--- src/common/dtcrm_pkg.sv ---
/*
 * dtcrm_pkg: register map, field positions and reset values
 * of the dual timer capture/reload module.
 * assumes: a single system clock; registers reached over a plain port.
 */
package dtcrm_pkg;

    localparam int unsigned ADDR_W = 4;
    localparam int unsigned DATA_W = 16;

    // ----------------------------------------------------------------
    // register offsets
    // ----------------------------------------------------------------
    localparam logic [3:0] OFF_AUX_CTRL  = 4'h0;
    localparam logic [3:0] OFF_CORE_CTRL = 4'h1;
    localparam logic [3:0] OFF_AUX_CNT   = 4'h2;
    localparam logic [3:0] OFF_CORE_CNT  = 4'h3;
    localparam logic [3:0] OFF_CAPTURE_RELOAD_REG    = 4'h4;
    localparam logic [3:0] OFF_CAP_CTRL  = 4'h5;
    localparam logic [3:0] OFF_IRQ_STAT  = 4'h6;
    localparam logic [3:0] OFF_IRQ_MASK  = 4'h7;

    // ----------------------------------------------------------------
    // timer control fields (aux and core share the layout)
    // ----------------------------------------------------------------
    localparam int unsigned TC_RUN    = 0;
    localparam int unsigned TC_DOWN   = 1;
    localparam int unsigned TC_PINDIR = 2;
    localparam int unsigned TC_EXTCLK = 3;
    localparam int unsigned TC_EDGE_L = 4;  // 2 bits: 01 rise 10 fall 11 both
    localparam int unsigned TC_PRE_L  = 6;  // 3 bits: prescale 2^(n+1)
    localparam int unsigned TC_OTLCLK = 9;  // aux: count on toggle latch
    localparam int unsigned TC_RELOAD = 10; // core: reload on over/underflow
    localparam int unsigned TC_OUTEN  = 11; // core: latch drives pin

    // capture control fields
    localparam int unsigned CC_EDGE_L = 0;  // 2 bits on capture pin
    localparam int unsigned CC_CLR    = 2;
    localparam int unsigned CC_OCNT   = 3;
    localparam int unsigned CC_ODIR   = 4;

    // interrupt status fields
    localparam int unsigned IRQ_AUX  = 0;
    localparam int unsigned IRQ_CORE = 1;
    localparam int unsigned IRQ_CAP  = 2;
    localparam int unsigned IRQ_W    = 3;

    localparam logic [15:0] CTRL_RST   = 16'h0000;
    localparam logic [15:0] CNT_RST    = 16'h0000;
    localparam logic [15:0] CNT_ONE    = 16'h0001;
    localparam logic [15:0] CNT_MAX    = 16'hFFFF;
    localparam logic [2:0]  IRQ_RST    = 3'h0;
    localparam logic [1:0]  EDGE_RISE  = 2'h1;
    localparam logic [1:0]  EDGE_FALL  = 2'h2;

    // minimum spacing of count steps in system clocks
    localparam int unsigned MIN_STEP_CYC = 2;
    localparam int unsigned PRE_W        = 8;

endpackage

--- src/rtl/dtcrm_timer.sv ---
/*
 * dtcrm_timer: one 16-bit up/down timer with prescaler, external edge
 * count, load port and wrap event.
 * assumes: synchronous inputs already edge-detected by the caller.
 */
`timescale 1ns/10ps
module dtcrm_timer
    import dtcrm_pkg::*;
#(
    parameter int unsigned W = 16
) (
    // clock and reset
    input  wire logic         clk_i,
    input  wire logic         rst_b_i,
    // configuration
    input  wire logic         run_i,
    input  wire logic         down_i,
    input  wire logic         ext_i,
    input  wire logic [2:0]   pre_i,
    input  wire logic         ext_step_i,
    // loads
    input  wire logic         load_i,
    input  wire logic [W-1:0] load_val_i,
    // state
    output logic      [W-1:0] cnt_o,
    output logic              wrap_o
);

    typedef struct packed {
        logic [W-1:0]     cnt;
        logic [PRE_W-1:0] pre;
        logic             gap;
        logic             wrap;
    } dtcrm_tmr_t;

    dtcrm_tmr_t st_ff;
    dtcrm_tmr_t nxt_st;
    logic       step;
    logic       tick;

    always_comb begin
        nxt_st = st_ff;
        nxt_st.wrap = 1'b0;
        nxt_st.pre = st_ff.pre + 1'b1;
        // prescale by 2^(n+1): the least period is two clocks
        tick = (st_ff.pre[pre_i] != nxt_st.pre[pre_i]) && nxt_st.pre[pre_i]
               == 1'b0;
        // external steps also need one idle cycle between them
        step = run_i && (ext_i ? (ext_step_i && !st_ff.gap) : tick);
        nxt_st.gap = step;
        if (load_i) begin
            nxt_st.cnt = load_val_i;
        end else if (step) begin
            nxt_st.cnt = down_i ? st_ff.cnt - 1'b1 : st_ff.cnt + 1'b1;
            nxt_st.wrap = down_i ? (st_ff.cnt == '0) : (&st_ff.cnt);
        end
    end

    always_ff @(posedge clk_i or negedge rst_b_i) begin
        if (!rst_b_i) begin
            st_ff <= '0;
        end else begin
            st_ff <= nxt_st;
        end
    end

    assign cnt_o  = st_ff.cnt;
    assign wrap_o = st_ff.wrap;

    step_spacing_a: assert property (
        @(posedge clk_i) disable iff (!rst_b_i) step |=> !step)
        else $error("count steps closer than two clocks");

endmodule

--- src/rtl/dtcrm_top.sv ---
/*
 * dtcrm_top: dual timer capture/reload module with an aux timer, a core
 * timer, a shared capture/reload register and a toggle latch.
 * assumes: one system clock; pins synchronous to it; register port with
 * read data one cycle after the read strobe.
 */
// Strobed register access and the register offsets were chosen for this implementation.
// Notes on behaviour
// - count steps at least two clocks apart
// - two timers share one capture/reload register
// - all sixteen bits wide, wrapping both ways
// - count prescaled clock or external edges
// - direction from control bit or pin
// - toggle latch inverts on core wrap
// - latch clocks aux timer and/or drives pin
// - core wrap pulses clock compare unit timers
// - core wrap reloads from capture/reload register
// - capture pin edge copies aux value
// - optional aux clear right after capture
// - other module count/direction edges also capture
`timescale 1ns/10ps
module dtcrm_top
    import dtcrm_pkg::*;
(
    // clock and reset
    input  wire logic              sys_clk_i,
    input  wire logic              rst_b_i,
    // register port
    input  wire logic [ADDR_W-1:0] addr_i,
    input  wire logic [DATA_W-1:0] wdata_i,
    input  wire logic              wr_i,
    input  wire logic              rd_i,
    output logic      [DATA_W-1:0] rdata_o,
    // timer pins
    input  wire logic              aux_count_pin_i,
    input  wire logic              core_count_pin_i,
    input  wire logic              aux_direction_input_pin_i,
    input  wire logic              core_direction_input_pin_i,
    input  wire logic              capture_input_pin_i,
    input  wire logic              other_module_count_input_i,
    input  wire logic              other_module_direction_input_i,
    // outputs
    output logic                   toggle_latch_out_pin_o,
    output logic                   compare_unit_clk_o,
    output logic                   irq_o
);

    // ----------------------------------------------------------------
    // reset release
    // ----------------------------------------------------------------
    logic [1:0] rst_sync_ff;
    logic       rst_b;

    always_ff @(posedge sys_clk_i or negedge rst_b_i) begin
        if (!rst_b_i) begin
            rst_sync_ff <= 2'h0;
        end else begin
            rst_sync_ff <= {rst_sync_ff[0], 1'b1};
        end
    end
    assign rst_b = rst_sync_ff[1];

    // ----------------------------------------------------------------
    // state
    // ----------------------------------------------------------------
    localparam int unsigned NPIN = 7;

    typedef struct packed {
        logic [NPIN-1:0]   s1;
        logic [NPIN-1:0]   s2;
        logic [NPIN-1:0]   s3;
        logic [15:0]       aux_ctrl;
        logic [15:0]       core_ctrl;
        logic [15:0]       cap_ctrl;
        logic [15:0]       capture_reload_reg;
        logic              latch;
        logic              cmp_clk;
        logic              clr_pend;
        logic [IRQ_W-1:0]  stat;
        logic [IRQ_W-1:0]  mask;
        logic [DATA_W-1:0] rdata;
        logic              irq;
        logic              pin;
    } dtcrm_st_t;

    dtcrm_st_t st_ff;
    dtcrm_st_t nxt_st;

    logic [15:0] aux_cnt;
    logic [15:0] core_cnt;
    logic        aux_wrap;
    logic        core_wrap;
    logic        aux_load;
    logic        core_load;
    logic [15:0] aux_load_val;
    logic [15:0] core_load_val;
    logic        aux_step_src;
    logic        core_step_src;
    logic [NPIN-1:0] pins;
    logic [NPIN-1:0] rise;
    logic [NPIN-1:0] fall;
    logic        capture;

    // edge select: 01 rising, 10 falling, 11 both
    function automatic logic edge_hit(input logic [1:0] sel,
                                      input logic r, input logic f);
        edge_hit = (sel[0] && r) || (sel[1] && f);
    endfunction

    function automatic logic any_edge(input logic r, input logic f);
        any_edge = r || f;
    endfunction

    assign pins = {other_module_direction_input_i,
                   other_module_count_input_i,
                   capture_input_pin_i,
                   core_direction_input_pin_i,
                   aux_direction_input_pin_i,
                   core_count_pin_i,
                   aux_count_pin_i};

    // edges compare the second and third stages: s1 feeds s2 alone
    assign rise = st_ff.s2 & ~st_ff.s3;
    assign fall = ~st_ff.s2 & st_ff.s3;

    // ----------------------------------------------------------------
    // timers
    // ----------------------------------------------------------------
    logic aux_down;
    logic core_down;
    logic latch_edge;

    assign aux_down  = st_ff.aux_ctrl[TC_PINDIR] ? st_ff.s3[2]
                     : st_ff.aux_ctrl[TC_DOWN];
    assign core_down = st_ff.core_ctrl[TC_PINDIR] ? st_ff.s3[3]
                     : st_ff.core_ctrl[TC_DOWN];

    // latch as aux clock: any state change of the latch counts
    assign latch_edge = core_wrap;
    assign aux_step_src = st_ff.aux_ctrl[TC_OTLCLK] ? latch_edge
        : edge_hit(st_ff.aux_ctrl[TC_EDGE_L +: 2], rise[0], fall[0]);
    assign core_step_src =
        edge_hit(st_ff.core_ctrl[TC_EDGE_L +: 2], rise[1], fall[1]);

    assign capture =
        edge_hit(st_ff.cap_ctrl[CC_EDGE_L +: 2], rise[4], fall[4])
        || (st_ff.cap_ctrl[CC_OCNT] && any_edge(rise[5], fall[5]))
        || (st_ff.cap_ctrl[CC_ODIR] && any_edge(rise[6], fall[6]));

    always_comb begin
        aux_load = 1'b0;
        aux_load_val = CNT_RST;
        core_load = 1'b0;
        core_load_val = st_ff.capture_reload_reg;
        if (wr_i && addr_i == OFF_AUX_CNT) begin
            aux_load = 1'b1;
            aux_load_val = wdata_i;
        end else if (st_ff.clr_pend) begin
            aux_load = 1'b1;
        end
        if (wr_i && addr_i == OFF_CORE_CNT) begin
            core_load = 1'b1;
            core_load_val = wdata_i;
        end else if (core_wrap && st_ff.core_ctrl[TC_RELOAD]) begin
            core_load = 1'b1;
        end
    end

    // two timers and one shared register
    dtcrm_timer #(
        .W (DATA_W)
    ) u_aux (
        .clk_i      (sys_clk_i),
        .rst_b_i    (rst_b),
        .run_i      (st_ff.aux_ctrl[TC_RUN]),
        .down_i     (aux_down),
        .ext_i      (st_ff.aux_ctrl[TC_EXTCLK] || st_ff.aux_ctrl[TC_OTLCLK]),
        .pre_i      (st_ff.aux_ctrl[TC_PRE_L +: 3]),
        .ext_step_i (aux_step_src),
        .load_i     (aux_load),
        .load_val_i (aux_load_val),
        .cnt_o      (aux_cnt),
        .wrap_o     (aux_wrap)
    );

    dtcrm_timer #(
        .W (DATA_W)
    ) u_core (
        .clk_i      (sys_clk_i),
        .rst_b_i    (rst_b),
        .run_i      (st_ff.core_ctrl[TC_RUN]),
        .down_i     (core_down),
        .ext_i      (st_ff.core_ctrl[TC_EXTCLK]),
        .pre_i      (st_ff.core_ctrl[TC_PRE_L +: 3]),
        .ext_step_i (core_step_src),
        .load_i     (core_load),
        .load_val_i (core_load_val),
        .cnt_o      (core_cnt),
        .wrap_o     (core_wrap)
    );

    // ----------------------------------------------------------------
    // next state
    // ----------------------------------------------------------------
    always_comb begin
        nxt_st = st_ff;
        nxt_st.s1 = pins;
        nxt_st.s2 = st_ff.s1;
        nxt_st.s3 = st_ff.s2;
        nxt_st.cmp_clk = core_wrap;
        nxt_st.clr_pend = capture && st_ff.cap_ctrl[CC_CLR];
        if (core_wrap) begin
            nxt_st.latch = ~st_ff.latch;
        end
        if (wr_i) begin
            if (addr_i == OFF_AUX_CTRL) begin
                nxt_st.aux_ctrl = wdata_i;
            end else if (addr_i == OFF_CORE_CTRL) begin
                nxt_st.core_ctrl = wdata_i;
            end else if (addr_i == OFF_CAPTURE_RELOAD_REG) begin
                nxt_st.capture_reload_reg = wdata_i;
            end else if (addr_i == OFF_CAP_CTRL) begin
                nxt_st.cap_ctrl = wdata_i;
            end else if (addr_i == OFF_IRQ_STAT) begin
                nxt_st.stat = st_ff.stat & ~wdata_i[IRQ_W-1:0];
            end else if (addr_i == OFF_IRQ_MASK) begin
                nxt_st.mask = wdata_i[IRQ_W-1:0];
            end
        end
        if (capture) begin
            nxt_st.capture_reload_reg = aux_cnt;
        end
        // set wins over a same-cycle clear
        if (aux_wrap) begin
            nxt_st.stat[IRQ_AUX] = 1'b1;
        end
        if (core_wrap) begin
            nxt_st.stat[IRQ_CORE] = 1'b1;
        end
        if (capture) begin
            nxt_st.stat[IRQ_CAP] = 1'b1;
        end
        nxt_st.irq = |(nxt_st.stat & nxt_st.mask);
        nxt_st.pin = nxt_st.latch && nxt_st.core_ctrl[TC_OUTEN];
        nxt_st.rdata = '0;
        if (rd_i) begin
            if (addr_i == OFF_AUX_CTRL) begin
                nxt_st.rdata = st_ff.aux_ctrl;
            end else if (addr_i == OFF_CORE_CTRL) begin
                nxt_st.rdata = st_ff.core_ctrl;
            end else if (addr_i == OFF_AUX_CNT) begin
                nxt_st.rdata = aux_cnt;
            end else if (addr_i == OFF_CORE_CNT) begin
                nxt_st.rdata = core_cnt;
            end else if (addr_i == OFF_CAPTURE_RELOAD_REG) begin
                nxt_st.rdata = st_ff.capture_reload_reg;
            end else if (addr_i == OFF_CAP_CTRL) begin
                nxt_st.rdata = st_ff.cap_ctrl;
            end else if (addr_i == OFF_IRQ_STAT) begin
                nxt_st.rdata = {{(DATA_W-IRQ_W){1'b0}}, st_ff.stat};
            end else if (addr_i == OFF_IRQ_MASK) begin
                nxt_st.rdata = {{(DATA_W-IRQ_W){1'b0}}, st_ff.mask};
            end
        end
    end

    always_ff @(posedge sys_clk_i or negedge rst_b) begin
        if (!rst_b) begin
            st_ff <= '0;
        end else begin
            st_ff <= nxt_st;
        end
    end

    // ----------------------------------------------------------------
    // outputs
    // ----------------------------------------------------------------
    assign toggle_latch_out_pin_o = st_ff.pin;
    assign compare_unit_clk_o     = st_ff.cmp_clk;
    assign irq_o                  = st_ff.irq;
    assign rdata_o                = st_ff.rdata;

    // ----------------------------------------------------------------
    // checks
    // ----------------------------------------------------------------
    latch_toggle_a: assert property (
        @(posedge sys_clk_i) disable iff (!rst_b)
        core_wrap |=> st_ff.latch != $past(st_ff.latch))
        else $error("toggle latch did not invert on core wrap");

    cmp_clock_a: assert property (
        @(posedge sys_clk_i) disable iff (!rst_b)
        core_wrap |=> compare_unit_clk_o)
        else $error("compare clock missing after core wrap");

    core_reload_a: assert property (
        @(posedge sys_clk_i) disable iff (!rst_b)
        core_wrap && st_ff.core_ctrl[TC_RELOAD] && !wr_i
        |=> core_cnt == $past(st_ff.capture_reload_reg))
        else $error("core timer not reloaded from capture register");

    cap_copy_a: assert property (
        @(posedge sys_clk_i) disable iff (!rst_b)
        capture |=> st_ff.capture_reload_reg == $past(aux_cnt))
        else $error("capture did not copy aux timer");

    cap_clear_a: assert property (
        @(posedge sys_clk_i) disable iff (!rst_b)
        capture && st_ff.cap_ctrl[CC_CLR] && !wr_i ##1 !wr_i
        |=> aux_cnt == CNT_RST)
        else $error("aux timer not cleared after capture");

    irq_flag_a: assert property (
        @(posedge sys_clk_i) disable iff (!rst_b)
        capture ##1 st_ff.mask[IRQ_CAP] |-> irq_o)
        else $error("capture flag did not raise interrupt");

    other_cap_a: assert property (
        @(posedge sys_clk_i) disable iff (!rst_b)
        st_ff.cap_ctrl[CC_OCNT] && rise[5]
        |=> st_ff.capture_reload_reg == $past(aux_cnt))
        else $error("other module count edge did not capture");

    aux_wrap_a: assert property (
        @(posedge sys_clk_i) disable iff (!rst_b)
        aux_wrap && !$past(aux_down) |-> aux_cnt == CNT_RST)
        else $error("aux overflow did not wrap to zero");

endmodule

--- config.mk ---
export PLATFORM = sky130hd
export DESIGN_NAME = dtcrm_top
export DESIGN_NICKNAME = d
export VERILOG_FILES = /design/src/common/dtcrm_pkg.sv /design/src/rtl/dtcrm_timer.sv /design/src/rtl/dtcrm_top.sv
export SDC_FILE = /design/constraint.sdc
export NUM_CORES = 1
export LEC_CHECK = 0
export ABC_AREA = 1
export BUFFER_PORTS_ARGS = -buffer_cell sky130_fd_sc_hd__buf_2
export CAP_MARGIN = 20
export CORE_MARGIN = 2
export CORE_UTILIZATION = 55
export DETAILED_ROUTE_END_ITERATION = 16
export PLACE_DENSITY = 0.73
export SLEW_MARGIN = 20
export SYNTH_ARGS = -nofsm -noshare
export SYNTH_HDL_FRONTEND = slang
export SYNTH_SLANG_ARGS = --single-unit
--- constraint.sdc ---
create_clock -name sys_clk_i -period 7 [get_ports sys_clk_i]
set_input_delay 0 -clock sys_clk_i [delete_from_list [all_inputs] [get_ports sys_clk_i]]
set_output_delay 0 -clock sys_clk_i [all_outputs]
set_load 0.03 [all_outputs]
# [Word-level counts from Yosys, hierarchy flattened]
# Index checks and enable logic that the tools add are counted.
# Widths: inputs -> output; s select.
[word_totals] wordCells=160 in_bits=31 reg_bits=166
[classes] n_lt_le_gt_ge=2 n_bitwise=13 reduce_logical=43 n_addsub=6 mux=60 eq_ne=11
[op_table] operator="$mux 16" count=19
[op_table] operator="$mux 44" count=2
[op_table] operator="$add 16x1->16 const B" count=2
[op_table] operator="$logic_not 16->1" count=2
[op_table] operator="$mux 32" count=1
[op_table] operator="$reduce_and 16->1" count=2
[op_table] operator="$sub 16x1->16 const B" count=2
[op_table] operator="$mux 6" count=5
[op_table] operator="$mux 1" count=23
[op_table] operator="$logic_and 1x1->1" count=19
[op_table] operator="$add 8x1->8 const B" count=2
[op_table] operator="$eq 4x3->1 const B" count=4
[op_table] operator="$mux 3" count=5
[op_table] operator="$and 7x7->7" count=2
[op_table] operator="$not 7->7" count=2
[op_table] operator="$bmux 1 s3" count=4
[op_table] operator="$mux 12" count=1
[op_table] operator="$eq 4x2->1 const B" count=2
[op_table] operator="$logic_or 1x1->1" count=8
[op_table] operator="$lt 3x4->1 const B" count=2
[op_table] operator="$reduce_bool 2->1" count=4
[op_table] operator="$and 3x3->3" count=2
[op_table] operator="$not 1->1" count=6
[op_table] operator="$reduce_and 5->1" count=1
[op_table] operator="other kinds (10)" count=13

# [Depth between registers and ports, before layout]
# Gate-level depths: netlist of run 1.
[logic_depth] depth_word=11 mapped_depth=17 depth_no_buf=17

# [Modules after synthesis]
# Synthesis of run 1 repeated with hierarchy kept, for this count alone.
[hier_totals] cells_unflattened=1402 area_unflattened_um2=10332.4
[modules_own_cells] mod="dtcrm_top" n_inst=1 cells_each=678 seq_area_each_um2=2852.7 area_each_um2=5577.8
[modules_own_cells] mod="dtcrm_timer" n_inst=2 cells_each=362 seq_area_each_um2=650.6 area_each_um2=2377.3

# [Least setup slack after synthesis of run 1]
# Ideal clock, no wire load.
[synth_path] path_type="register to register" from="reg st_ff[77] (netlist name)" to="reg u_aux.st_ff, in the netlist u_aux.cnt_o[6]" setup_ns=0.116 n_path_buf=0 path_stages_with_launch=15 required_ns=6.884 path_slack_ns=4.793 t_arrival_ns=2.090 cell_sequence="dfrtp_1 nand2_1 nand2_1 fa_1 nand2_1 inv_1 nand2_1 nand2_1 nand3_1 nand2_1 or2_2 nand3_1 o21ai_0 nand2_1 nand2_1"
[synth_between] elab_chain_len=4
[synth_lines] item="start, declared" line_no="dtcrm_top.sv:86" text="dtcrm_st_t st_ff;"
[synth_lines] item="start signal, assigned" line_no="dtcrm_top.sv:271" text="st_ff <= nxt_st;"
[synth_lines] item="$mux 1" line_no="dtcrm_top.sv:133" text="assign aux_down = st_ff.aux_ctrl[TC_PINDIR] ? st_ff.s3[2]"
[synth_lines] item="$mux 16" line_no="dtcrm_timer.sv:54" text="nxt_st.cnt = down_i ? st_ff.cnt - 1'b1 : st_ff.cnt + 1'b1;"
[synth_lines] item="$mux 16" line_no="dtcrm_timer.sv:53" text="end else if (step) begin"
[synth_lines] item="$mux 16" line_no="dtcrm_timer.sv:51" text="if (load_i) begin"
[synth_lines] item="end signal, assigned" line_no="dtcrm_timer.sv:63" text="st_ff <= nxt_st;"
[synth_lines] item="end, declared" line_no="dtcrm_timer.sv:36" text="dtcrm_tmr_t st_ff;"
# No other way between the ends. The select of a mux whose other input is x is not followed.
# A chain may end at the register's enable or synchronous reset.

# [Worst setup path in the final report of run 1]
[layout_path] from="reg st_ff[61] (netlist name)" to="reg u_core.st_ff, in the netlist u_core.cnt_o[8]"
[layout_between] elab_chain_len=4
[layout_lines] item="$mux 1" line_no="dtcrm_top.sv:135" text="assign core_down = st_ff.core_ctrl[TC_PINDIR] ? st_ff.s3[3]"
[layout_lines] item="$mux 16" line_no="dtcrm_timer.sv:54"
[layout_lines] item="$mux 16" line_no="dtcrm_timer.sv:53"
[layout_lines] item="$mux 16" line_no="dtcrm_timer.sv:51"
[layout_lines] item="end signal, assigned" line_no="dtcrm_timer.sv:63"
[layout_lines] item="end, declared" line_no="dtcrm_timer.sv:36"
# No other way between the ends. The select of a mux whose other input is x is not followed.

==> results summary, run 1 <==
The via count of the first global-routing pass is 8,245. The clock edge transition at the registers on the reported setup and hold paths is 0.07 ns. After synthesis the netlist holds a flip-flop and latch count of 166. The minimum period implied by the final worst setup slack is 2.709 ns. The largest individual stage delay along the critical path comes from the cell ha_1. The remaining routing DRC violations is 0. The area used by sequential logic in the layout came out at 4158 um2. Summed over all nets, the half-perimeter wirelength after detailed placement is 19,080 um. The final cell count without fillers is 1,490. The share of Yosys cell area claimed by the top area cell type is 0.4402. The gate count after technology mapping is 1,212. The signal on the critical path passes through inv_1 > nand2_1 > nand2_1 > ha_1 > nand2_1 > a21oi_1 > nand2_1 > nand2_1 > nand2_1 > nand2_1 > nand2_1 > nand2_1 > o21ai_0 > nand2_1 > nand2_1.

Setup violations remaining at the end of the flow were counted as 0. The count of inserted antenna diode cells is 0. The worst path required time came out at 7.34 ns. The number of max-capacitance violations reported is 0. In the final routed layout, each cell accounts on average for 17.97 um. The floorplan die width came out at 135.0 um. For this design the ratio of total power to cell area is 366.6 nW/um2.

The initial standard-cell utilization of the core is 0.5650. Setup repair after global routing left no endpoint under its margin. The final clock skew is 0.01225 ns. The height of the chip is 135.0 um.

The fraction of layout cells with a size suffix above 1 came out at 0.1008. The library cell used most frequently in the layout, excluding fill and tap cells, is nand2_1. Counting cells, the worst reg-to-reg path comes to 15. The average cell area after synthesis came out at 7.786 um2. The number of hold-slack violations in the final timing report came out at 0.

The combined area of all synthesized cells came out at 9437 um2. The worst setup path is captured at a flip-flop. The max-slew violation count is 0. Wire segments on met3 add up to 2129 um in the final route. The number of library cell types mapped by synthesis is 46.

Ranked by total cell area, the synthesized netlist is headed by dfrtp_1 (44%), nand2_1 (13%), o21ai_0 (6.9%). For this run, the register share of the synthesized area comes to 0.4402. The initial antenna violation count came to 0. The startpoint identified for the worst register-to-register timing path is st_ff[61]$_DFFE_PN0P_. The count of instances resized after the clock tree is built came out at 0.

The placer's final routability congestion estimate came out at 0.9527. The length of routed wiring on met1 is 11,600 um. The count of hold-fix buffers inserted at cts came out at 26. By instance count, the cell type seen most on the critical path is nand2_1. The later-pin clock latency in the skew report is 0.45 ns.

In the detailed route, the total length drawn on met2 is 12,110 um. The worst hold path was traced through 5 stages. Timing would allow up to 0.3692 GHz. After clock tree synthesis, the setup repair step added 0 buffers. In this run the tool buffered the top-level ports with 49 buffer cells. The classification of the worst-slack hold path is input port to flip-flop.

Global routing finished with a remaining overflow of 0. The wire length of the first global-routing pass is 43,500 um. The highest layer touched by signal routing is met4. The number of placed instances, taps included came out at 1,432. The total number of vias is 8,774. The start point of the worst hold path is wr_i. The area growth from synthesis to layout is 11.84%.

The static leakage is 5.215 nW. The floorplan step defined a die boundary enclosing 18,220 um2. The number of nets in the finished design is 1,320.

For the final routed database, the setup TNS stands at 0 ns. The pin slew with the least headroom to its limit is 0.9551 ns. The violation count after the first detailed-routing iteration is 1,050. Across every metal layer, demand over resource in global routing totals 0.3106. The number of clock sinks came out at 166. The multi-input combinational cell area is 4539 um2. In this run the critical register-to-register path is captured at u_core.cnt_o[8]$_DFFE_PN0P_. The number of core rows came out at 47.

CTS built an H-tree with a depth of 4. The number of nets handed over by synthesis was 1,275. The number of ports placed on the die boundary is 50. The total power came out at 3.869 mW.

The maximum clock path buffer count is 2. Dividing the detail-routed via count by the number of cells gives 5.889. The critical path in this run is classified as flip-flop to flip-flop. The CTS root buffer is clkbuf_16.

The first detailed-routing pass took 5 iterations. The pin count of the biggest net entering global routing is 75. The area of the core is 16,700 um2.

The fraction of the cycle the final worst path needs is 0.3869. STA puts the critical path data arrival time at 3.05 ns. In the layout the commonest cells are nand2_1 (319), dfrtp_1 (165), o21ai_0 (131). Measured on the finished design, the core utilization comes to 0.6319. The max-slew headroom at the worst pin came out at 0.3617.

The setup slack of the most critical reg-to-reg path is 4.29 ns. The TritonCTS buffer count is 17. The leading area contributor after synthesis is dfrtp_1. The TritonCTS clock tree is built. The warning count from the yosys run came out at 0.

After filler insertion, the fill cell instance count of the layout stands at 1,484. The delay of the slowest critical-path stage came out at 0.56 ns. The worst hold path terminates at u_core.cnt_o[7]$_DFFE_PN0P_.

The worst setup path is launched from a flip-flop. VDD sags by at most 0.2206 mV. The flow ran to the end, and the final reports show no timing, DRC or antenna violations. The antenna violation net count after detailed routing is 0. The final wirelength came out at 26,780 um.

Along the worst path, the maximum fanout reaches 17.
[sequential cells by signal, summed over array words and instances, names as in the netlist]
register / cells
u_core.cnt_o: 16
rdata_o: 16
st_ff: 79
nxt_st: 14
u_core.wrap_o: 1
compare_unit_clk_o: 1
u_aux.wrap_o: 1
u_aux.cnt_o: 16
u_aux.st_ff: 9
toggle_latch_out_pin_o: 1
irq_o: 1
u_core.st_ff: 9
rst_sync_ff: 2
[metal layers]
layer,up-vias,GRT usage
met1,4153,0.4394
met3,63,0.05255
li1,4165,-
met4,0,0.1354
met5,-,0
met2,393,0.4741
[synthesized netlist by cell type (all sizes together)]
| master | instances |
|---|---|
| nand3 | 113 |
| nor4 | 8 |
| nor3b | 1 |
| a31oi | 7 |
| o22ai | 4 |
| nor2 | 66 |
| a221oi | 5 |
| nand3b | 9 |
| o21ai | 140 |
| fa | 2 |
| o2111ai | 4 |
| nor3 | 13 |
| inv | 113 |
| o221a | 5 |
| ha | 30 |
| a21o | 2 |
| and2 | 4 |
| a21boi | 1 |
| dfrtp | 166 |
| o21bai | 3 |
| xnor2 | 6 |
| a21oi | 73 |
| conb | 1 |
| clkbuf | 17 |
| buf | 36 |
| a211oi | 7 |
| o21a | 2 |
| o221ai | 4 |
| nand4 | 14 |
| xor2 | 7 |
| or2 | 5 |
| nand2 | 332 |
| o31ai | 2 |
| a211o | 1 |
| o211ai | 9 |
[worst max path at each step]
stage	start	endpoint	cells after the start
after global placement	st_ff[60]$_DFFE_PN0P_	u_core.cnt_o[10]$_DFFE_PN0P_	14
final	st_ff[61]$_DFFE_PN0P_	u_core.cnt_o[8]$_DFFE_PN0P_	15
after floorplan	rst_sync_ff[1]$_DFF_PN0_	compare_unit_clk_o$_DFF_PN0_	0
after detailed placement	st_ff[77]$_DFFE_PN0P_	u_aux.cnt_o[6]$_DFFE_PN0P_	15
after CTS	st_ff[61]$_DFFE_PN0P_	u_core.cnt_o[8]$_DFFE_PN0P_	15
after global routing	st_ff[61]$_DFFE_PN0P_	u_core.cnt_o[8]$_DFFE_PN0P_	15
[logic make-up after synthesis]
| group | Yosys count | synth area share |
|---|---|---|
| fa+ha+maj | 32 | 0.04402 |
| xor+xnor | 13 | 0.01207 |
| buf+inv | 166 | 0.07876 |
| flops | 166 | 0.4402 |
| simple gates | 565 | 0.2643 |
| compound gates | 269 | 0.1603 |
| other cells | 1 | 0.0003974 |
[through the flow]
| stage | area [um2] | hold slack (ns) | worst slack [ns] |
|---|---|---|---|
| 6_report | 10550 | 0.05411 | 4.291 |
| 5_1_grt | 10550 | 0.04576 | 3.997 |
| 4_1_cts | 10550 | 0.03137 | 4.355 |
| 3_5_place_dp | 9672 | -0.2103 | 4.377 |
| 3_3_place_gp | 9672 | -0.2146 | 4.470 |
| 2_1_floorplan | 9437 | -0.2956 | 2.032 |
[final cells by class]
cell class	instances	share of cell area
flip-flops and latches	166	0.3940
multi-input cells	880	0.4301
well taps	220	0.02608
clock buffers	17	0.04031
clock inverters	15	0.01861
repair buffers	79	0.05074
inverters	113	0.04019
[critical path, delay by kind of cell, from the launching register on]
| kind | cells | cell delay, ns |
|---|---|---|
| adder cells (fa/ha/maj) | 1 | 0.56 |
| AND/OR/NAND/NOR | 11 | 1.22 |
| AO/OA/AOI/OAI | 2 | 0.36 |
| buffers and inverters | 1 | 0.08 |
| flip-flops | 1 | 0.36 |
[where the power goes]
group,switching [mW],internal (mW)
Combinational,0.905,0.535
Sequential,0.289,1.18
Clock,0.472,0.489
No activity file was read; power rests on OpenSTA's default activity.
==> run 2: changes to the inputs <==
--- a/config.mk
+++ b/config.mk
@@ -11,7 +11,7 @@
 export CORE_MARGIN = 2
 export CORE_UTILIZATION = 55
 export DETAILED_ROUTE_END_ITERATION = 16
-export PLACE_DENSITY = 0.73
+export PLACE_DENSITY = 0.76
 export SLEW_MARGIN = 20
 export SYNTH_ARGS = -nofsm -noshare
 export SYNTH_HDL_FRONTEND = slang
==> constraint.sdc (replaced) <==
create_clock -name sys_clk_i -period 2.2 [get_ports sys_clk_i]
set_input_delay 0 -clock sys_clk_i [delete_from_list [all_inputs] [get_ports sys_clk_i]]
set_output_delay 0 -clock sys_clk_i [all_outputs]
set_load 0.03 [all_outputs]
==> run 2 against run 1 <==
- largest cell class unchanged
- critical path type unchanged
- critical endpoint is now u_aux.cnt_o[6]$_DFFE_PN0P_
- total power grew to 3.5 times the previous value
- final cell count grew 3.2%
- wire length up 4.4%
- clock skew down 0.0038 ns
==> results summary, run 2 (same netlist as run 1, synthesis figures left out) <==
CTS placed an instance of clkbuf_16 at the clock tree root. By instance count, the cell type seen most on the critical path is nand2_1. The number of setup violations in the final report is 0 (unchanged).

The number of core rows came out at 47 (unchanged). The maximum clock rate came out at 0.4622 GHz (+25%). Ranked by flip-flop count, first place goes to st_ff. The height of the chip came to 135.0 um (unchanged).

The power per unit of standard cell area came out at 1187 nW/um2 (+220%). The average wire per standard cell was 18.19 um (+1.2%). The critical path in this run is classified as flip-flop to flip-flop. The flow ran to the end, and the final reports show no timing, DRC or antenna violations. The clock edge transition at the registers on the reported setup and hold paths came out at 0.07 ns (about the same). The area enclosed by the die boundary came out at 18,220 um2 (unchanged).

Grouping stages by cell kind, the critical path spends the most delay in simple AND/OR/NAND/NOR gates. The number of clock sinks came to 166 (unchanged). The max-slew violation count came out at 0 (unchanged).

The number of hold-slack violations in the final timing report is 0 (unchanged). The fraction of the cycle the final worst path needs is 0.9835 (+0.5966). The static leakage is 5.502 nW (+5.5%). The minimum period implied by the final worst setup slack is 2.164 ns (-0.5448 ns). The most common library cell in the layout ignoring fill and taps is nand2_1. STA classifies the critical path startpoint as a flip-flop. The total number of vias was 9,190 (+4.7%).

The area added between synthesis and finish is 21.12%. The final clock skew came out at 0.008462 ns (-0.003791 ns). The final HPWL from detailed placement came out at 19,520 um (+2.3%).

The antenna violation net count after detailed routing is 0 (unchanged). The pin slew with the least headroom to its limit was 0.5299 ns (-0.4252 ns). The number of H-tree levels is 4 (unchanged). The number of nets in the finished design came out at 1,367 (+3.6%). The all-layer global routing usage came out at 0.3083 (-0.002366).

The worst setup path is captured at a flip-flop. The cell area after layout is 11,430 um2 (+8.3%). The floorplan die width is 135.0 um (unchanged).

The count of inserted antenna diode cells came to 0 (unchanged). Leaving out fill and tap cells, the most frequent cells in the layout are nand2_1 (298), dfrtp_1 (165), o21ai_0 (120). The final-layout worst hold slack was 0.08266 ns (+0.02855 ns).

The area of the core is 16,700 um2 (unchanged). The delay of the slowest critical-path stage is 0.43 ns (-0.13 ns). The initial standard-cell utilization of the core came out at 0.5650 (unchanged). The TritonCTS buffer count is 17 (unchanged). The placer's final routability congestion estimate came out at 0.9590 (+0.66%).

The worst-case vdd ir drop was 0.7004 mV (+220%). The count of port buffers added during placement is 49 (unchanged). The routed via count divided by cell count came to 5.979 (+1.5%). The worst path arrival time came out at 2.50 ns (-0.55 ns).

Setup repair after global routing could not meet its margin everywhere. The worst path required time came out at 2.54 ns (-4.80 ns). The number of ports placed on the die boundary is 50 (unchanged). TritonCTS built the clock tree.

The fraction of layout cells with a size suffix above 1 came out at 0.1921 (+0.09132). The via count of the first global-routing pass is 8,605 (+4.4%). The highest net fanout along the worst path was 8 (-9). The pin count of the biggest net entering global routing is 60 (-20%). The worst path buffer plus inverter count came out at 2 (+1). The violation count after the first detailed-routing iteration came out at 1,063 (+1.2%). The total grt overflow is 0 (unchanged). The first-pass detailed-route iteration total came out at 6 (+1). The placed instance area came out at 10,010 um2 (+3.5%). On the critical path, the stage with the largest delay is an instance of dfrtp_1. Traced cell by cell, the critical path runs through inv_2 > nand2_4 > nand2_8 > fa_2 > nand2_1 > inv_1 > nand2_1 > nand2_2 > nand3_2 > nand2_2 > or2_2 > nand3_1 > o21ai_0 > nand2_1 > nand2_1. The total power is 13.56 mW (+250%). The setup TNS came out at 0 ns (unchanged). The wire length of the first global-routing pass came to 43,770 um (+0.62%).

The flip-flop count of the largest register after layout came out at 79 (unchanged). The later-pin clock latency in the skew report is 0.44 ns (about the same). The classification of the worst-slack hold path is input port to flip-flop. The remaining routing DRC violations came out at 0 (unchanged). The max-slew headroom at the worst pin was 0.6462 (+0.2845). The initial antenna violation count is 0 (unchanged). The maximum clock path buffer count came out at 2 (unchanged). The final wirelength was 27,950 um (+4.4%). The number of max-capacitance violations reported came out at 0 (unchanged).
run 2: changes by cell type in the layout (fill, tap and decap cells not counted), sizes merged:
cell      before  now
buf           53   97
clkinvlp       0    4
clkbuf        17   22
clkinv         8    2
bufinv         0    2
nand2        332  333
inv          120  117
run 2: per-layer routing:
layer  GRT usage  vias to the layer above  wire [um]  part of all wire
met5           0                        -          0                 0
met1      0.4156                     4346      11140              0.40
met4      0.1204                        0       1008             0.036
met2      0.4904                      485      13290              0.48
met3     0.06569                       98       2515             0.090
li1            -                     4261          -                 -
run 2: final timing paths:
kind | startpoint | to | slack, ns | cells after the start
min reg2reg | rst_sync_ff[1]$_DFF_PN0_ | nxt_st[101]$_DFF_PN0_ | 0.31 | 0
min | wr_i | st_ff[75]$_DFFE_PN0P_ | 0.08 | 3
max reg2reg | st_ff[77]$_DFFE_PN0P_ | u_aux.cnt_o[6]$_DFFE_PN0P_ | 0.04 | 15
min in group asynchronous | rst_sync_ff[1]$_DFF_PN0_ | nxt_st[101]$_DFF_PN0_ | 0.31 | 0
max | st_ff[77]$_DFFE_PN0P_ | u_aux.cnt_o[6]$_DFFE_PN0P_ | 0.04 | 15
max in group asynchronous | rst_sync_ff[1]$_DFF_PN0_ | u_aux.cnt_o[12]$_DFFE_PN0P_ | 1.19 | 1
run 2: final cells by class:
cell class,instances,area (um2)
fill,1312,5271
multi-input combinational,881,4982
sequential,166,4158
timing repair buffer,125,982.2
clock buffer,20,466.7
inverter,113,424.2
tap,220,275.3
clock inverter,12,141.4
run 2: what timing repair did:
| item | in CTS | in global routing |
|---|---|---|
| setup buffers | 0 | 8 |
| pin swaps | 0 | 14 |
| hold buffers | 26 | 0 |
| resized for setup | 2 | 100 |
| gates cloned | 0 | 3 |
| setup endpoints to repair | 10 | 22 |
| endpoints found under the hold margin | 60 | 0 |
run 2: worst register-to-register path, delay by kind of cell (launching register included):
kind / cells / cell delay [ns]
compound gates: 1 / 0.09
fa+ha+maj: 1 / 0.35
buf+inv: 2 / 0.13
flops: 1 / 0.43
simple gates: 11 / 1.09
run 2: power breakdown:
| part | internal, mW | switching (mW) | total (mW) | leakage (nW) |
|---|---|---|---|---|
| clock | 1.78 | 1.31 | 3.09 | 0.288 |
| combinational | 2.46 | 3.41 | 5.86 | 3.14 |
| sequential | 3.76 | 0.858 | 4.62 | 2.07 |
run 2: metrics by stage:
stage / utilization / instances / setup slack (ns)
2_1_floorplan: - / 1212 / 0.07495
3_3_place_gp: 0.5992 / 1468 / -0.01521
3_5_place_dp: 0.5992 / 1468 / -0.04915
4_1_cts: 0.6517 / 1526 / 0.02099
5_1_grt: 0.6844 / 1537 / -0.07618
6_report: 0.6844 / 1537 / 0.03624
==> run 3: changes to the inputs <==
--- a/config.mk
+++ b/config.mk
@@ -11,7 +11,7 @@
 export CORE_MARGIN = 2
 export CORE_UTILIZATION = 55
 export DETAILED_ROUTE_END_ITERATION = 16
-export PLACE_DENSITY = 0.76
+export PLACE_DENSITY = 0.73
 export SLEW_MARGIN = 20
 export SYNTH_ARGS = -nofsm -noshare
 export SYNTH_HDL_FRONTEND = slang
==> constraint.sdc (replaced) <==
create_clock -name sys_clk_i -period 2.47 [get_ports sys_clk_i]
set_input_delay 0 -clock sys_clk_i [delete_from_list [all_inputs] [get_ports sys_clk_i]]
set_output_delay 0 -clock sys_clk_i [all_outputs]
set_load 0.03 [all_outputs]
==> run 3 against run 2 <==
- combinational power shrank 27%
- worst setup slack better by 0.18 ns
- sequential share of layout area is 2.5 points higher
- sequential power fell by 12%
- wire length fell by 5.2%
- worst hold slack got worse by 0.029 ns
==> results summary, run 3 (same netlist as run 1, synthesis figures left out) <==
The number of cells traversed by the worst register-to-register path was 16 (+1). The power per unit of standard cell area is 1033 nW/um2 (-13%). The maximum clock path buffer count is 2 (unchanged). Setup repair after global routing left no endpoint under its margin.

The number of H-tree levels came out at 4 (unchanged). The number of filler instances in the final layout is 1,512 (+15%). The flow ran to the end, and the final reports show no timing, DRC or antenna violations. The total power came to 11.05 mW (-19%).

The pin slew with the least headroom to its limit was 0.6090 ns (+0.07918 ns). The most common library cell in the layout ignoring fill and taps is nand2_1. The number of max-capacitance violations reported is 0 (unchanged). The all-layer global routing usage is 0.3059 (-0.002389). The height of the chip came out at 135.0 um (unchanged). The fraction of the cycle the final worst path needs is 0.9111 (-0.07244). The final wirelength is 26,490 um (-5.2%). The clock edge transition at the registers on the reported setup and hold paths is 0.08 ns (about the same). The via count of the first global-routing pass is 8,393 (-2.5%). The placer's final routability congestion estimate is 0.9661 (+0.74%). The endpoint class of the critical path is a flip-flop.

The violation count after the first detailed-routing iteration is 838 (-21%). The max-slew violation count came out at 0 (unchanged). The area of the core came out at 16,700 um2 (unchanged). The first-pass detailed-route iteration total came out at 5 (-1).

The length of routed wiring on met1 was 11,260 um (+1.1%). The initial standard-cell utilization of the core came out at 0.5650 (unchanged). The tightest min-delay check is of the input port to flip-flop type. In this run the critical register-to-register path is captured at u_aux.cnt_o[6]$_DFFE_PN0P_. The met3 wire length came to 2277 um (-9.5%).

The final-layout worst hold slack is 0.05358 ns (-0.02908 ns). The wire length of the first global-routing pass came out at 43,020 um (-1.7%). The met2 routed wirelength came to 12,080 um (-9.0%).

The antenna violation net count after detailed routing came out at 0 (unchanged). The critical path is of the flip-flop to flip-flop type. The startpoint identified for the worst register-to-register timing path is st_ff[77]$_DFFE_PN0P_.

The minimum period implied by the final worst setup slack came out at 2.250 ns (+0.08663 ns). The setup TNS came out at 0 ns (unchanged). The total number of vias is 8,782 (-4.4%). The setup slack of the most critical reg-to-reg path is 0.22 ns (+0.18 ns). The core occupancy in the finished layout came out at 0.6405 (-0.04383). Tracing the worst setup path back leads to its startpoint at st_ff[77]$_DFFE_PN0P_.

The count of inserted antenna diode cells came out at 0 (unchanged). The cell sitting at the root of the clock tree is a clkbuf_16. The post-CTS setup buffer count was 0 (unchanged). The number of clock sinks came out at 166 (unchanged). The worst setup path is launched from a flip-flop. The total grt overflow is 0 (unchanged). The number of hold-slack violations in the final timing report is 0 (unchanged). The worst path required time is 2.81 ns (+0.27 ns). The routed via count divided by cell count came out at 5.839 (-2.3%).

The TritonCTS buffer count was 17 (unchanged). The worst hold path terminates at rdata_o[4]$_DFF_PN0_. In the layout the commonest cells are nand2_1 (318), dfrtp_1 (165), o21ai_0 (131).

The count of port buffers added during placement is 49 (unchanged). The worst-case vdd ir drop is 0.5996 mV (-14%). The pin count of the biggest net entering global routing is 54 (-10%). The later-pin clock latency in the skew report is 0.45 ns (about the same). The number of setup violations in the final report came out at 0 (unchanged).

The flip-flop count of the largest register after layout came out at 79 (unchanged). The number of core rows came out at 47 (unchanged). The final clock skew came out at 0.01044 ns (+0.001976 ns).

The uppermost signal routing layer after detailed routing is met4. The highest net fanout along the worst path was 17 (+9). The number of cells on the worst hold path came out at 4 (+1).

The area enclosed by the die boundary is 18,220 um2 (unchanged). TritonCTS built the clock tree. The placed instance area is 9827 um2 (-1.8%).

The static leakage is 5.291 nW (-3.8%). The area added between synthesis and finish is 13.37%. The top register by number of flip-flops is st_ff. The fraction of layout cells with a size suffix above 1 is 0.1121 (-0.07995). The number of nets in the finished design came out at 1,334 (-2.4%). The number of ports placed on the die boundary was 50 (unchanged). In this run the most critical hold path is launched from addr_i[1]. The cell area after layout came out at 10,700 um2 (-6.4%). The floorplan die width came out at 135.0 um (unchanged). The remaining routing DRC violations is 0 (unchanged). The initial antenna violation count came out at 0 (unchanged). The max-slew headroom at the worst pin is 0.5940 (-0.05227). The maximum clock rate came out at 0.4444 GHz (-3.8%). The final HPWL from detailed placement came to 19,340 um (-0.91%). The average wire per standard cell is 17.62 um (-3.1%). The worst path arrival time was 2.59 ns (+0.09 ns).
[run 3: cell types whose count changed in the layout (fill, tap and decap cells not counted), sizes merged]
| cell | before | now |
|---|---|---|
| clkbuf | 22 | 17 |
| inv | 117 | 120 |
| bufinv | 2 | 0 |
| nand2 | 333 | 332 |
| clkinvlp | 4 | 0 |
| clkinv | 2 | 8 |
| buf | 97 | 67 |
[run 3: metal layers]
layer | track usage | vias up
met5 | 0 | -
met4 | 0.1030 | 0
met3 | 0.07132 | 82
met2 | 0.4910 | 397
met1 | 0.4114 | 4102
li1 | - | 4201
[run 3: what timing repair did]
item,in CTS,in global routing
hold endpoints to repair,60,0
hold buffers,26,0
setup endpoints to repair,0,3
resized for setup,0,2
[run 3: final cells by class]
type	instances	area (um2)	share of cell area
flip-flops and latches	166	4158	0.3887
inverters	113	424.2	0.03965
well taps	220	275.3	0.02573
clock buffers	17	425.4	0.03977
multi-input cells	880	4546	0.4249
clock inverters	15	178.9	0.01673
repair buffers	93	690.7	0.06456
[run 3: worst max path at each step]
stage               slack [ns]                         end
detailed placement        0.25  u_aux.cnt_o[6]$_DFFE_PN0P_
CTS                       0.22  u_aux.cnt_o[6]$_DFFE_PN0P_
floorplan                 0.26  u_aux.cnt_o[6]$_DFFE_PN0P_
global route              0.01  u_aux.cnt_o[6]$_DFFE_PN0P_
global placement          0.28  u_aux.cnt_o[6]$_DFFE_PN0P_
finish                    0.22  u_aux.cnt_o[6]$_DFFE_PN0P_
[run 3: critical path, cell delays in order (launching register included)]
cell	delay, ns
dfrtp_1	0.37
inv_1	0.06
nand2_1	0.05
nand2_1	0.08
buf_12	0.16
fa_1	0.37
nand2_1	0.07
inv_1	0.05
nand2_1	0.05
nand2_1	0.09
nand3_1	0.08
nand2_1	0.12
or2_2	0.30
nand3_1	0.06
o21ai_0	0.08
nand2_1	0.07
nand2_1	0.05
[run 3: metrics by stage]
stage	instances	setup WS, ns
after detailed placement	1446	0.2477
after global placement	1446	0.2792
final	1504	0.2196
after floorplan	1212	0.2631
after global routing	1504	0.01221
after CTS	1504	0.2190
[run 3: power by group]
part / internal (mW) / total [mW] / switching, mW
registers: 3.34 / 4.08 / 0.738
logic: 1.61 / 4.28 / 2.66
clock network: 1.37 / 2.69 / 1.32
total: 6.32 / 11.0 / 4.72
